--- src/core/rtpm_timer_regs.svh ---
// Purpose: Register map and constants of the reloadable timer
// Assumes: APB byte addresses, one 32-bit word per register
// Notes:   Definitions only
`ifndef RTPM_TIMER_REGS_SVH
`define RTPM_TIMER_REGS_SVH

// Register byte offsets
`define RTPM_OFS_START   8'h00
`define RTPM_OFS_MODE    8'h04
`define RTPM_OFS_DATA    8'h08

// Field positions
`define RTPM_START_BIT   0
`define RTPM_F_EDGE_LO   2
`define RTPM_F_EDGE_HI   3
`define RTPM_F_UFLOW     5
`define RTPM_F_CSEL_LO   6
`define RTPM_F_CSEL_HI   7

// Reset values
`define RTPM_MODE_RESET  8'h20
`define RTPM_CNT_RESET   16'h0000

// Prescaler tick masks for the four count clocks
`define RTPM_DIV_MASK0   9'h001
`define RTPM_DIV_MASK1   9'h00f
`define RTPM_DIV_MASK2   9'h03f
`define RTPM_DIV_MASK3   9'h1ff

`endif

--- src/core/rtpm_pkg.sv ---
// Purpose: Types of the reloadable timer
// Assumes: Nothing
// Notes:   Mode field codes
package rtpm_pkg;

    typedef enum logic [1:0] {
        rtpm_m_timer   = 2'b00,
        rtpm_m_event   = 2'b01,
        rtpm_m_measure = 2'b10,
        rtpm_m_rsvd    = 2'b11
    } rtpm_mode_t;

endpackage

--- src/core/rtpm_timer.sv ---
// Purpose: 16-bit reloadable timer, event counter and pulse measurer with APB slave
// Assumes: event_capture_input synchronous-safe after two flops; zero-wait APB
// Notes:   int_req is a one-cycle pulse for an external interrupt controller
`timescale 1ns/100ps
`include "rtpm_timer_regs.svh"

module rtpm_timer
    import rtpm_pkg::*;
#(
    parameter int ADDR_W = 8,
    parameter int CNT_W  = 16
) (
    input  wire logic              pclk,
    input  wire logic              presetn,
    input  wire logic [ADDR_W-1:0] paddr,
    input  wire logic              psel,
    input  wire logic              penable,
    input  wire logic              pwrite,
    input  wire logic [31:0]       pwdata,
    output logic [31:0]            prdata,
    output logic                   pready,
    output logic                   pslverr,
    input  wire logic              event_capture_input,
    output logic                   int_req
);

    ////////////////////////////////////////////////////////////////////////
    // Bus decode

    logic             bus_setup;
    logic             bus_acc;
    logic             hit;
    logic             data_wr;
    logic             mode_wr;
    logic             start_wr;
    logic [CNT_W-1:0] cnt_r;
    logic [CNT_W-1:0] reload_r;
    logic [7:0]       mode_r;
    logic             run_r;
    logic             first_r;
    logic [31:0]      prdata_r;
    logic             int_req_r;
    rtpm_mode_t       mode_sel;

    assign bus_setup = psel & ~penable;
    assign bus_acc   = psel & penable;
    assign hit       = (paddr == ADDR_W'(`RTPM_OFS_START)) | (paddr == ADDR_W'(`RTPM_OFS_MODE))
                     | (paddr == ADDR_W'(`RTPM_OFS_DATA));
    assign data_wr   = bus_acc & pwrite & (paddr == ADDR_W'(`RTPM_OFS_DATA));
    assign mode_wr   = bus_acc & pwrite & (paddr == ADDR_W'(`RTPM_OFS_MODE));
    assign start_wr  = bus_acc & pwrite & (paddr == ADDR_W'(`RTPM_OFS_START));
    assign pready    = 1'b1;
    assign pslverr   = bus_acc & ~hit;
    assign prdata    = prdata_r;
    assign int_req   = int_req_r;
    assign mode_sel  = rtpm_mode_t'(mode_r[1:0]);

    ////////////////////////////////////////////////////////////////////////
    // Count clock prescaler

    logic [8:0] presc_r;
    logic [8:0] div_mask;
    logic       clk_tick;

    always_ff @(posedge pclk or negedge presetn) begin
        if (!presetn) begin
            presc_r <= 9'h000;
        end else begin
            presc_r <= presc_r + 9'h001;
        end
    end

    always_comb begin
        unique case (mode_r[`RTPM_F_CSEL_HI:`RTPM_F_CSEL_LO])
            2'b00: div_mask = `RTPM_DIV_MASK0;
            2'b01: div_mask = `RTPM_DIV_MASK1;
            2'b10: div_mask = `RTPM_DIV_MASK2;
            2'b11: div_mask = `RTPM_DIV_MASK3;
        endcase
    end

    assign clk_tick = ((presc_r & div_mask) == div_mask);

    ////////////////////////////////////////////////////////////////////////
    // Input synchroniser and edge detect

    logic ev_s1_r;
    logic ev_s2_r;
    logic ev_s3_r;
    logic ev_rise;
    logic ev_fall;
    logic ev_tick;
    logic meas_edge;

    always_ff @(posedge pclk or negedge presetn) begin
        if (!presetn) begin
            ev_s1_r <= 1'b0;
            ev_s2_r <= 1'b0;
            ev_s3_r <= 1'b0;
        end else begin
            ev_s1_r <= event_capture_input;
            ev_s2_r <= ev_s1_r;
            ev_s3_r <= ev_s2_r;
        end
    end

    assign ev_rise = ev_s2_r & ~ev_s3_r;
    assign ev_fall = ~ev_s2_r & ev_s3_r;

    always_comb begin
        unique case (mode_r[`RTPM_F_EDGE_HI:`RTPM_F_EDGE_LO])
            2'b00: ev_tick = ev_fall;
            2'b01: ev_tick = ev_rise;
            2'b10: ev_tick = ev_rise | ev_fall;
            2'b11: ev_tick = 1'b0;
        endcase
    end

    // Width: any edge ends one level; period: one edge kind only
    always_comb begin
        if (mode_r[`RTPM_F_EDGE_HI]) begin
            meas_edge = ev_rise | ev_fall;
        end else if (mode_r[`RTPM_F_EDGE_LO]) begin
            meas_edge = ev_rise;
        end else begin
            meas_edge = ev_fall;
        end
    end

    ////////////////////////////////////////////////////////////////////////
    // Count qualifiers

    logic cnt_tick;
    logic meas_act;
    logic cap;
    logic meas_tick;
    logic cnt_zero;
    logic uflow;

    assign cnt_tick  = run_r & (((mode_sel == rtpm_m_timer) & clk_tick)
                     | ((mode_sel == rtpm_m_event) & ev_tick));
    assign meas_act  = run_r & (mode_sel == rtpm_m_measure);
    assign cap       = meas_act & meas_edge;
    assign meas_tick = meas_act & clk_tick & ~cap;
    assign cnt_zero  = (cnt_r == '0);
    assign uflow     = (cnt_tick & cnt_zero) | (meas_tick & (cnt_r == '1));

    ////////////////////////////////////////////////////////////////////////
    // Counter and reload register

    always_ff @(posedge pclk or negedge presetn) begin
        if (!presetn) begin
            cnt_r <= `RTPM_CNT_RESET;
        end else if (data_wr && !run_r) begin
            cnt_r <= pwdata[CNT_W-1:0];
        end else if (cap) begin
            cnt_r <= '0;
        end else if (meas_tick) begin
            cnt_r <= cnt_r + CNT_W'(1);
        end else if (cnt_tick) begin
            cnt_r <= cnt_zero ? reload_r : cnt_r - CNT_W'(1);
        end
    end

    // A capture in the same cycle as a running write keeps the result
    always_ff @(posedge pclk or negedge presetn) begin
        if (!presetn) begin
            reload_r <= `RTPM_CNT_RESET;
        end else if (cap) begin
            reload_r <= cnt_r;
        end else if (data_wr) begin
            reload_r <= pwdata[CNT_W-1:0];
        end
    end

    ////////////////////////////////////////////////////////////////////////
    // Start flag, first-capture marker, request pulse

    always_ff @(posedge pclk or negedge presetn) begin
        if (!presetn) begin
            run_r <= 1'b0;
        end else if (start_wr) begin
            run_r <= pwdata[`RTPM_START_BIT];
        end
    end

    always_ff @(posedge pclk or negedge presetn) begin
        if (!presetn) begin
            first_r <= 1'b0;
        end else if (start_wr && pwdata[`RTPM_START_BIT] && !run_r) begin
            first_r <= 1'b1;
        end else if (cap) begin
            first_r <= 1'b0;
        end
    end

    always_ff @(posedge pclk or negedge presetn) begin
        if (!presetn) begin
            int_req_r <= 1'b0;
        end else begin
            int_req_r <= (cnt_tick & cnt_zero) | (cap & ~first_r);
        end
    end

    ////////////////////////////////////////////////////////////////////////
    // Mode register; underflow set wins over the write clear

    always_ff @(posedge pclk or negedge presetn) begin
        if (!presetn) begin
            mode_r <= `RTPM_MODE_RESET;
        end else if (mode_wr) begin
            mode_r <= {pwdata[7:6], uflow, 1'b0, pwdata[3:0]};
        end else if (uflow) begin
            mode_r[`RTPM_F_UFLOW] <= 1'b1;
        end
    end

    ////////////////////////////////////////////////////////////////////////
    // Read data, captured in the setup phase

    always_ff @(posedge pclk or negedge presetn) begin
        if (!presetn) begin
            prdata_r <= 32'h0000_0000;
        end else if (bus_setup && !pwrite) begin
            prdata_r <= 32'h0000_0000;
            if (paddr == ADDR_W'(`RTPM_OFS_START)) begin
                prdata_r[`RTPM_START_BIT] <= run_r;
            end else if (paddr == ADDR_W'(`RTPM_OFS_MODE)) begin
                prdata_r[7:0] <= mode_r;
            end else if (paddr == ADDR_W'(`RTPM_OFS_DATA)) begin
                prdata_r[CNT_W-1:0] <= (mode_sel == rtpm_m_measure) ? reload_r : cnt_r;
            end
        end
    end
endmodule

--- config.mk ---
export PLATFORM = sky130hd
export DESIGN_NAME = rtpm_timer
export DESIGN_NICKNAME = d
export VERILOG_FILES = /design/src/core/rtpm_pkg.sv /design/src/core/rtpm_timer.sv
export VERILOG_INCLUDE_DIRS = /design/src /design/src/core
export SDC_FILE = /design/constraint.sdc
export NUM_CORES = 1
export LEC_CHECK = 0
export BUFFER_PORTS_ARGS = -buffer_cell sky130_fd_sc_hd__buf_2
export CAP_MARGIN = 10
export CORE_MARGIN = 2
export CORE_UTILIZATION = 61
export DETAILED_ROUTE_END_ITERATION = 16
export PLACE_DENSITY_LB_ADDON = 0.05
export REMOVE_ABC_BUFFERS = 1
export SKIP_CTS_REPAIR_TIMING = 1
export SYNTH_ARGS = -nofsm -noshare
export SYNTH_HDL_FRONTEND = slang
export SYNTH_SLANG_ARGS = --single-unit
--- constraint.sdc ---
create_clock -name pclk -period 3.55 [get_ports pclk]
set_input_delay 0.1775 -clock pclk [delete_from_list [all_inputs] [get_ports pclk]]
set_output_delay 0.1775 -clock pclk [all_outputs]
set_load 0.05 [all_outputs]
==> results of run 1 <==
worst paths after layout:
| path | startpoint | endpoint | slack (ns) | cells after the start |
|---|---|---|---|---|
| setup / recovery | cnt_r[3] | cnt_r[2] | 0.66 | 7 |
| hold / removal | pwdata[13] | cnt_r[13] | 0.04 | 3 |
| setup reg to reg | cnt_r[3] | cnt_r[2] | 0.66 | 7 |
| hold reg to reg | ev_s1_r | ev_s2_r | 0.36 | 0 |
| max in group asynchronous | presetn | reload_r[6] | 2.22 | 3 |
| min in group asynchronous | presetn | prdata[0] | 0.30 | 2 |
flip-flops by register name, summed over array words and instances (netlist names):
signal	flops
reload_r	16
mode_r	7
ev_s2_r	1
int_req	1
ev_s1_r	1
presc_r	9
prdata	16
ev_s3_r	1
cnt_r	16
run_r	1
first_r	1
cell families after synthesis:
kind of cell,share of synthesized area (%)
flops,39.7
other cells,0.170
fa+ha+maj,1.70
buf+inv,7.27
mux,7.30
compound gates,21.2
xor+xnor,3.57
simple gates,19.1
area by class of cell:
type                       instances  share of cell area, %
clock buffer                      11                   3.08
inverter                          12                  0.916
clock inverter                     5                   1.17
timing repair buffer              65                   7.63
sequential                        70                   35.6
tap                               99                   2.52
multi-input combinational        401                   49.0
report_power, final:
group          total (mW)  switching [mW]  internal (mW)  leakage [nW]
clock               0.686           0.323          0.363         0.109
combinational       0.470           0.286          0.183          1.25
sequential          0.906          0.0763          0.829         0.932
total                2.06           0.685           1.38          2.29
metal layers:
layer	up-vias	routed length (microns)
li1	1906	-
met1	1959	5340
met2	141	5290
met3	23	689
met4	0	207
met5	-	0
cells in the final DEF (no fill, tap or decap), drive strengths merged, types with 3 or more instances in the layout:
cell | netlist | routed
inv | 12 | 12
buf | 24 | 63
ha | 6 | 6
or3 | 3 | 3
and3 | 3 | 3
or4 | 4 | 4
a211oi | 3 | 3
mux2 | 10 | 10
nor2b | 4 | 4
nor2 | 52 | 52
clkinv | 0 | 4
clkbuf | 26 | 11
a31oi | 6 | 6
nand4 | 6 | 6
conb | 2 | 17
a21oi | 57 | 57
a22oi | 11 | 11
o211ai | 6 | 6
o31ai | 16 | 16
mux2i | 21 | 21
xor2 | 7 | 7
nor4 | 5 | 5
or2 | 5 | 5
o21ai | 30 | 30
dfrtp | 69 | 69
nand2 | 60 | 60
xnor2 | 11 | 11
nor3 | 9 | 9
a2bb2oi | 3 | 3
nand3 | 19 | 19
worst register-to-register path, cell delays in order (launching register included):
cell     delay (ns)
dfrtp_1        0.54
or4_1          0.65
or4_1          0.64
nor2_1         0.41
nor3_1         0.08
o21ai_0        0.19
a32oi_1        0.13
a21oi_1        0.19
==> flow_summary.yaml, run 1 <==
outcome:
  outcome: "finished, final reports clean"
layout:
  syn_to_final_growth_pct: 11.2
  final_util_pct: 68.9
  seq_area_sq_um: 1750
  nFillCells: 626
  num_antenna_cells: 0
  multi_input_area_sq_um: 2410
  layout-drive-gt1-share_pct: 18.6
  fin_nets: 611
  fin_cells: 663
  fin_area_sq_um: 4920
die:
  fp.dieArea_sq_um: 7940
  start_util_pct: 61.9
  num_rows: 31
  coreArea_sq_um: 7140
  die_y_microns: 89.1
  ios: 81
  fp.dieW_microns: 89.1
setup_path:
  cp.required_ns: 3.83
  path_buf_inv: 0
  crit_path_cell_trace: "or4_1 > or4_1 > nor2_1 > nor3_1 > o21ai_0 > a32oi_1 > a21oi_1"
  cp_slowest_stage_delay_ns: 0.65
  worstSetupEndpointType: "register"
  critPathMaxFanout: 12
  crit_type: "reg -> reg"
  cp_top_family: "simple AND/OR/NAND/NOR gates"
  crit_top_cell: "or4_1"
  start_kind: "register"
  worstPathArrival_ns: 3.17
  slowest_stage: "or4_1"
sta:
  slew_violations: 0
  fmax_mhz: 346
  worstMarginPinSlew_ns: 0.652
  rsz0062_at_grt: "no"
  whs_ns: 0.0397
  finalSetupViolCount: 0
  fin_crit_ns: 2.89
  fin_crit_sh_pct: 81.5
  fin_ws_ns: 0.656
  hold_viol_final: 0
  fin_setup_tns_ns: 0
  fin_skew_ns: 0.00800
  slew_headroom_pct: 56.5
drt:
  routed_via_density: 6.08
  via_count: 4029
  drc: 0
  wire_per_inst_microns: 17.4
  drt_wl_total_microns: 11500
  antenna_left: 0
  drt-initial-drc-count: 301
  drt_pre_antenna_iters: 5
global_routing:
  gr-usage-met2_pct: 47.1
  grt_max_degree: 51
  gr-total-overflow: 0
  top_usage_layer: "met2"
  grt_util_met1_pct: 44.7
  grt_pass1_wl_microns: 18500
  use_met3_pct: 3.51
  grt_pass1_vias: 3610
  grt_usage_pct: 30.5
  antenna_found_initial: 0
clock_network:
  h-tree-depth: 3
  cts_root_buf: "clkbuf_8"
  cts-buffers-inserted: 9
  clkTransAtPathRegs_ns: 0.08
  clkSinkCount: 70
  cts_buffer_depth: 2
  cts_tree: "built"
  clk_latency_ns: 0.36
pwr:
  p_per_area_nw_per_um2: 419
  leakagePower_nw: 2.29
  totalPowerFinal_mw: 2.06
  ir_drop_mv: 0.284
placed_design:
  dpl.cell_count: 645
  gp_congestion: 0.941
  io_buffers: 47
  dpl.hpwl_microns: 8210
  pre_cts_slack_ns: 0.702
  placed_area_sq_um: 4690
logic_synthesis:
  synth_ff_type: "dfrtp_1"
  synth_cell_type_count: 57
  synthTopCellsByArea: "dfrtp_1 39%, a21oi_1 6.5%, nand2_1 5.0%"
  synth_area_sq_um: 4420
  yosys_warnings: 0
  syn_inst: 518
  ys_seq_elements: 70
  synth.most_common_cell: "dfrtp_1"
  synth_top_area_share_pct: 39.1
  netlist_top_cells_count: "69 x dfrtp_1, 59 x nand2_1, 57 x a21oi_1"
  synth_async_sr_flop_share_pct: 100
  yosysTopAreaCell: "dfrtp_1"
  synth.yosys.seq_area_share_pct: 39.7
  synth_area_per_cell_sq_um: 8.53
  synth_edf_count: 0
min_path:
  hp-class: "in -> reg"
flow_run:
  cap_violations: 0
Power figures use the tool's default switching activity.
==> run 2: changes to the inputs <==
--- a/config.mk
+++ b/config.mk
@@ -6,10 +6,11 @@
 export SDC_FILE = /design/constraint.sdc
 export NUM_CORES = 1
 export LEC_CHECK = 0
+export ABC_AREA = 1
 export BUFFER_PORTS_ARGS = -buffer_cell sky130_fd_sc_hd__buf_2
 export CAP_MARGIN = 10
 export CORE_MARGIN = 2
-export CORE_UTILIZATION = 61
+export CORE_UTILIZATION = 52
 export DETAILED_ROUTE_END_ITERATION = 16
 export PLACE_DENSITY_LB_ADDON = 0.05
 export REMOVE_ABC_BUFFERS = 1
==> constraint.sdc (replaced) <==
create_clock -name pclk -period 2.5 [get_ports pclk]
set_input_delay 0.125 -clock pclk [delete_from_list [all_inputs] [get_ports pclk]]
set_output_delay 0.125 -clock pclk [all_outputs]
set_load 0.05 [all_outputs]
==> flow_summary.yaml, run 2 <==
outcome:
  outcome: "finished, violations left"
  violations: "negative hold slack"
drt:
  antenna_left: 0
  drt_wl_total_microns: 14000
  routed_via_density: 5.54
  drc: 0
  via_count: 4868
  wire_per_inst_microns: 15.9
  drt-initial-drc-count: 353
  drt_pre_antenna_iters: 6
placed_design:
  dpl.cell_count: 861
  io_buffers: 47
  dpl.hpwl_microns: 10300
  gp_congestion: 0.973
layout:
  fin_nets: 814
  layout_common_cells: "233 x nand2_1, 77 x nor2_1, 69 x dfrtp_1"
  layout-drive-gt1-share_pct: 14.6
  final_common_cell: "nand2_1"
  syn_to_final_growth_pct: 9.34
  fin_cells: 878
  num_antenna_cells: 0
sta:
  fin_setup_tns_ns: 0
  whs_ns: -0.0430
  worstMarginPinSlew_ns: 0.916
  finalSetupViolCount: 0
  slew_violations: 0
  fin_skew_ns: 0.0194
  slew_headroom_pct: 39.0
  hold_viol_final: 24
  fin_crit_sh_pct: 85.4
  fmax_mhz: 468
  fin_crit_ns: 2.13
  rsz0062_at_grt: "no"
clock_network:
  cts-buffers-inserted: 9
  cts_tree: "built"
  h-tree-depth: 3
  cts_buffer_depth: 2
  clkSinkCount: 70
  clkTransAtPathRegs_ns: 0.09
  cts_root_buf: "clkbuf_8"
  clk_latency_ns: 0.37
die:
  coreArea_sq_um: 9200
  start_util_pct: 53.6
  num_rows: 35
  ios: 81
  fp.dieW_microns: 101
  fp.dieArea_sq_um: 10300
  die_y_microns: 101
logic_synthesis:
  yosysTopAreaCell: "dfrtp_1"
  ys_seq_elements: 70
  yosys_warnings: 0
  synth_ff_type: "dfrtp_1"
  synth_async_sr_flop_share_pct: 100
  synth_cell_type_count: 39
  netlist_top_cells_count: "233 x nand2_1, 77 x nor2_1, 69 x dfrtp_1"
  synth.most_common_cell: "nand2_1"
  synth.yosys.seq_area_share_pct: 35.6
  synth_area_sq_um: 4930
  synth_area_per_cell_sq_um: 6.88
  synth_edf_count: 0
  synth_top_area_share_pct: 35.0
  syn_inst: 716
  synthTopCellsByArea: "dfrtp_1 35%, nand2_1 18%, nand3_1 6.1%"
pwr:
  leakagePower_nw: 2.86
  ir_drop_mv: 0.490
  p_per_area_nw_per_um2: 834
setup_path:
  crit_type: "reg -> reg"
  cp.required_ns: 2.74
  critPathMaxFanout: 10
  crit_top_cell: "nand2_1"
  worstPathArrival_ns: 2.38
  worstSetupEndpointType: "register"
  slowest_stage: "dfrtp_1"
  cp_slowest_stage_delay_ns: 0.54
  crit_path_cell_trace: "inv_1 > ha_1 > nand2_1 > nor2_1 > nand3_2 > clkinv_1 > nand2_1 > nand3_1 > nand2_1 > nand2_1 > nand2_1 > nand2_1"
  start_kind: "register"
global_routing:
  grt_usage_pct: 28.6
  grt_pass1_vias: 4330
  gr-total-overflow: 0
  antenna_found_initial: 0
  grt_max_degree: 71
  grt_pass1_wl_microns: 22600
flow_run:
  cap_violations: 0
min_path:
  hp-class: "in -> async"
run 2: cell type report:
| cell class | count | area (sq um) |
|---|---|---|
| clock buffers | 10 | 128 |
| well taps | 111 | 139 |
| multi-input cells | 543 | 2650 |
| clock inverters | 6 | 70.1 |
| inverters | 71 | 267 |
| flip-flops and latches | 70 | 1750 |
| repair buffers | 67 | 388 |
| fillers | 940 | 3810 |
run 2: worst paths after layout:
path | from | endpoint | slack [ns] | cells past startpoint
min in group pclk | pwdata[3] | mode_r[3] | 0.03 | 3
worst min register to register | ev_s1_r | ev_s2_r | 0.36 | 0
worst max-delay path | cnt_r[0] | cnt_r[12] | 0.37 | 12
worst max register to register | cnt_r[0] | cnt_r[12] | 0.37 | 12
max in group asynchronous | presetn | cnt_r[12] | 1.93 | 2
worst min-delay path | presetn | prdata[3] | -0.04 | 2
run 2: logic make-up (layout without fill, tap and decap cells):
logic type / count (synthesis) / count (layout) / synth area share [%]
buffers and inverters: 118 / 154 / 11.9
other: 2 / 17 / 0.152
DFF: 70 / 70 / 35.6
adders and majority gates: 6 / 6 / 1.52
and+or+nand+nor: 408 / 408 / 36.2
AOI/OAI and AO/OA: 92 / 92 / 11.1
xor gates and xnor gates: 20 / 20 / 3.55
run 2: critical path: cells and delay by family, from the launching register on:
kind / cells / cell delay (ns)
AND/OR/NAND/NOR: 9 / 0.75
buffers and inverters: 2 / 0.48
adder cells (fa/ha/maj): 1 / 0.25
flip-flops: 1 / 0.54
run 2: stage by stage:
| stage | hold WS [ns] | power [mW] | worst slack (ns) | util (%) | area (sq um) |
|---|---|---|---|---|---|
| final | -0.0430 | 4.49 | 0.365 | 58.6 | 5390 |
| after global routing | 0.0393 | 4.84 | 0.116 | 58.6 | 5390 |
| after CTS | -0.128 | 4.47 | 0.389 | 58.5 | 5380 |
| after detailed placement | 0.247 | 3.51 | 0.389 | 56.3 | 5180 |
| after global placement | 0.250 | 3.48 | 0.402 | 56.3 | 5180 |
| after floorplan | -0.171 | 2.92 | 0.678 | - | 4660 |
run 2: per-layer routing:
layer | routed length, microns | track usage (%)
met4 | 210 | 8.00
met5 | 0 | 0
met3 | 1090 | 4.28
met1 | 6670 | 43.9
met2 | 6020 | 41.8
run 2: power by group:
group | switching (mW) | total, mW | leakage (nW) | internal (mW)
registers | 0.217 | 1.49 | 0.862 | 1.28
logic | 1.37 | 2.05 | 1.91 | 0.681
clock network | 0.482 | 0.948 | 0.0891 | 0.466
total | 2.07 | 4.49 | 2.86 | 2.42
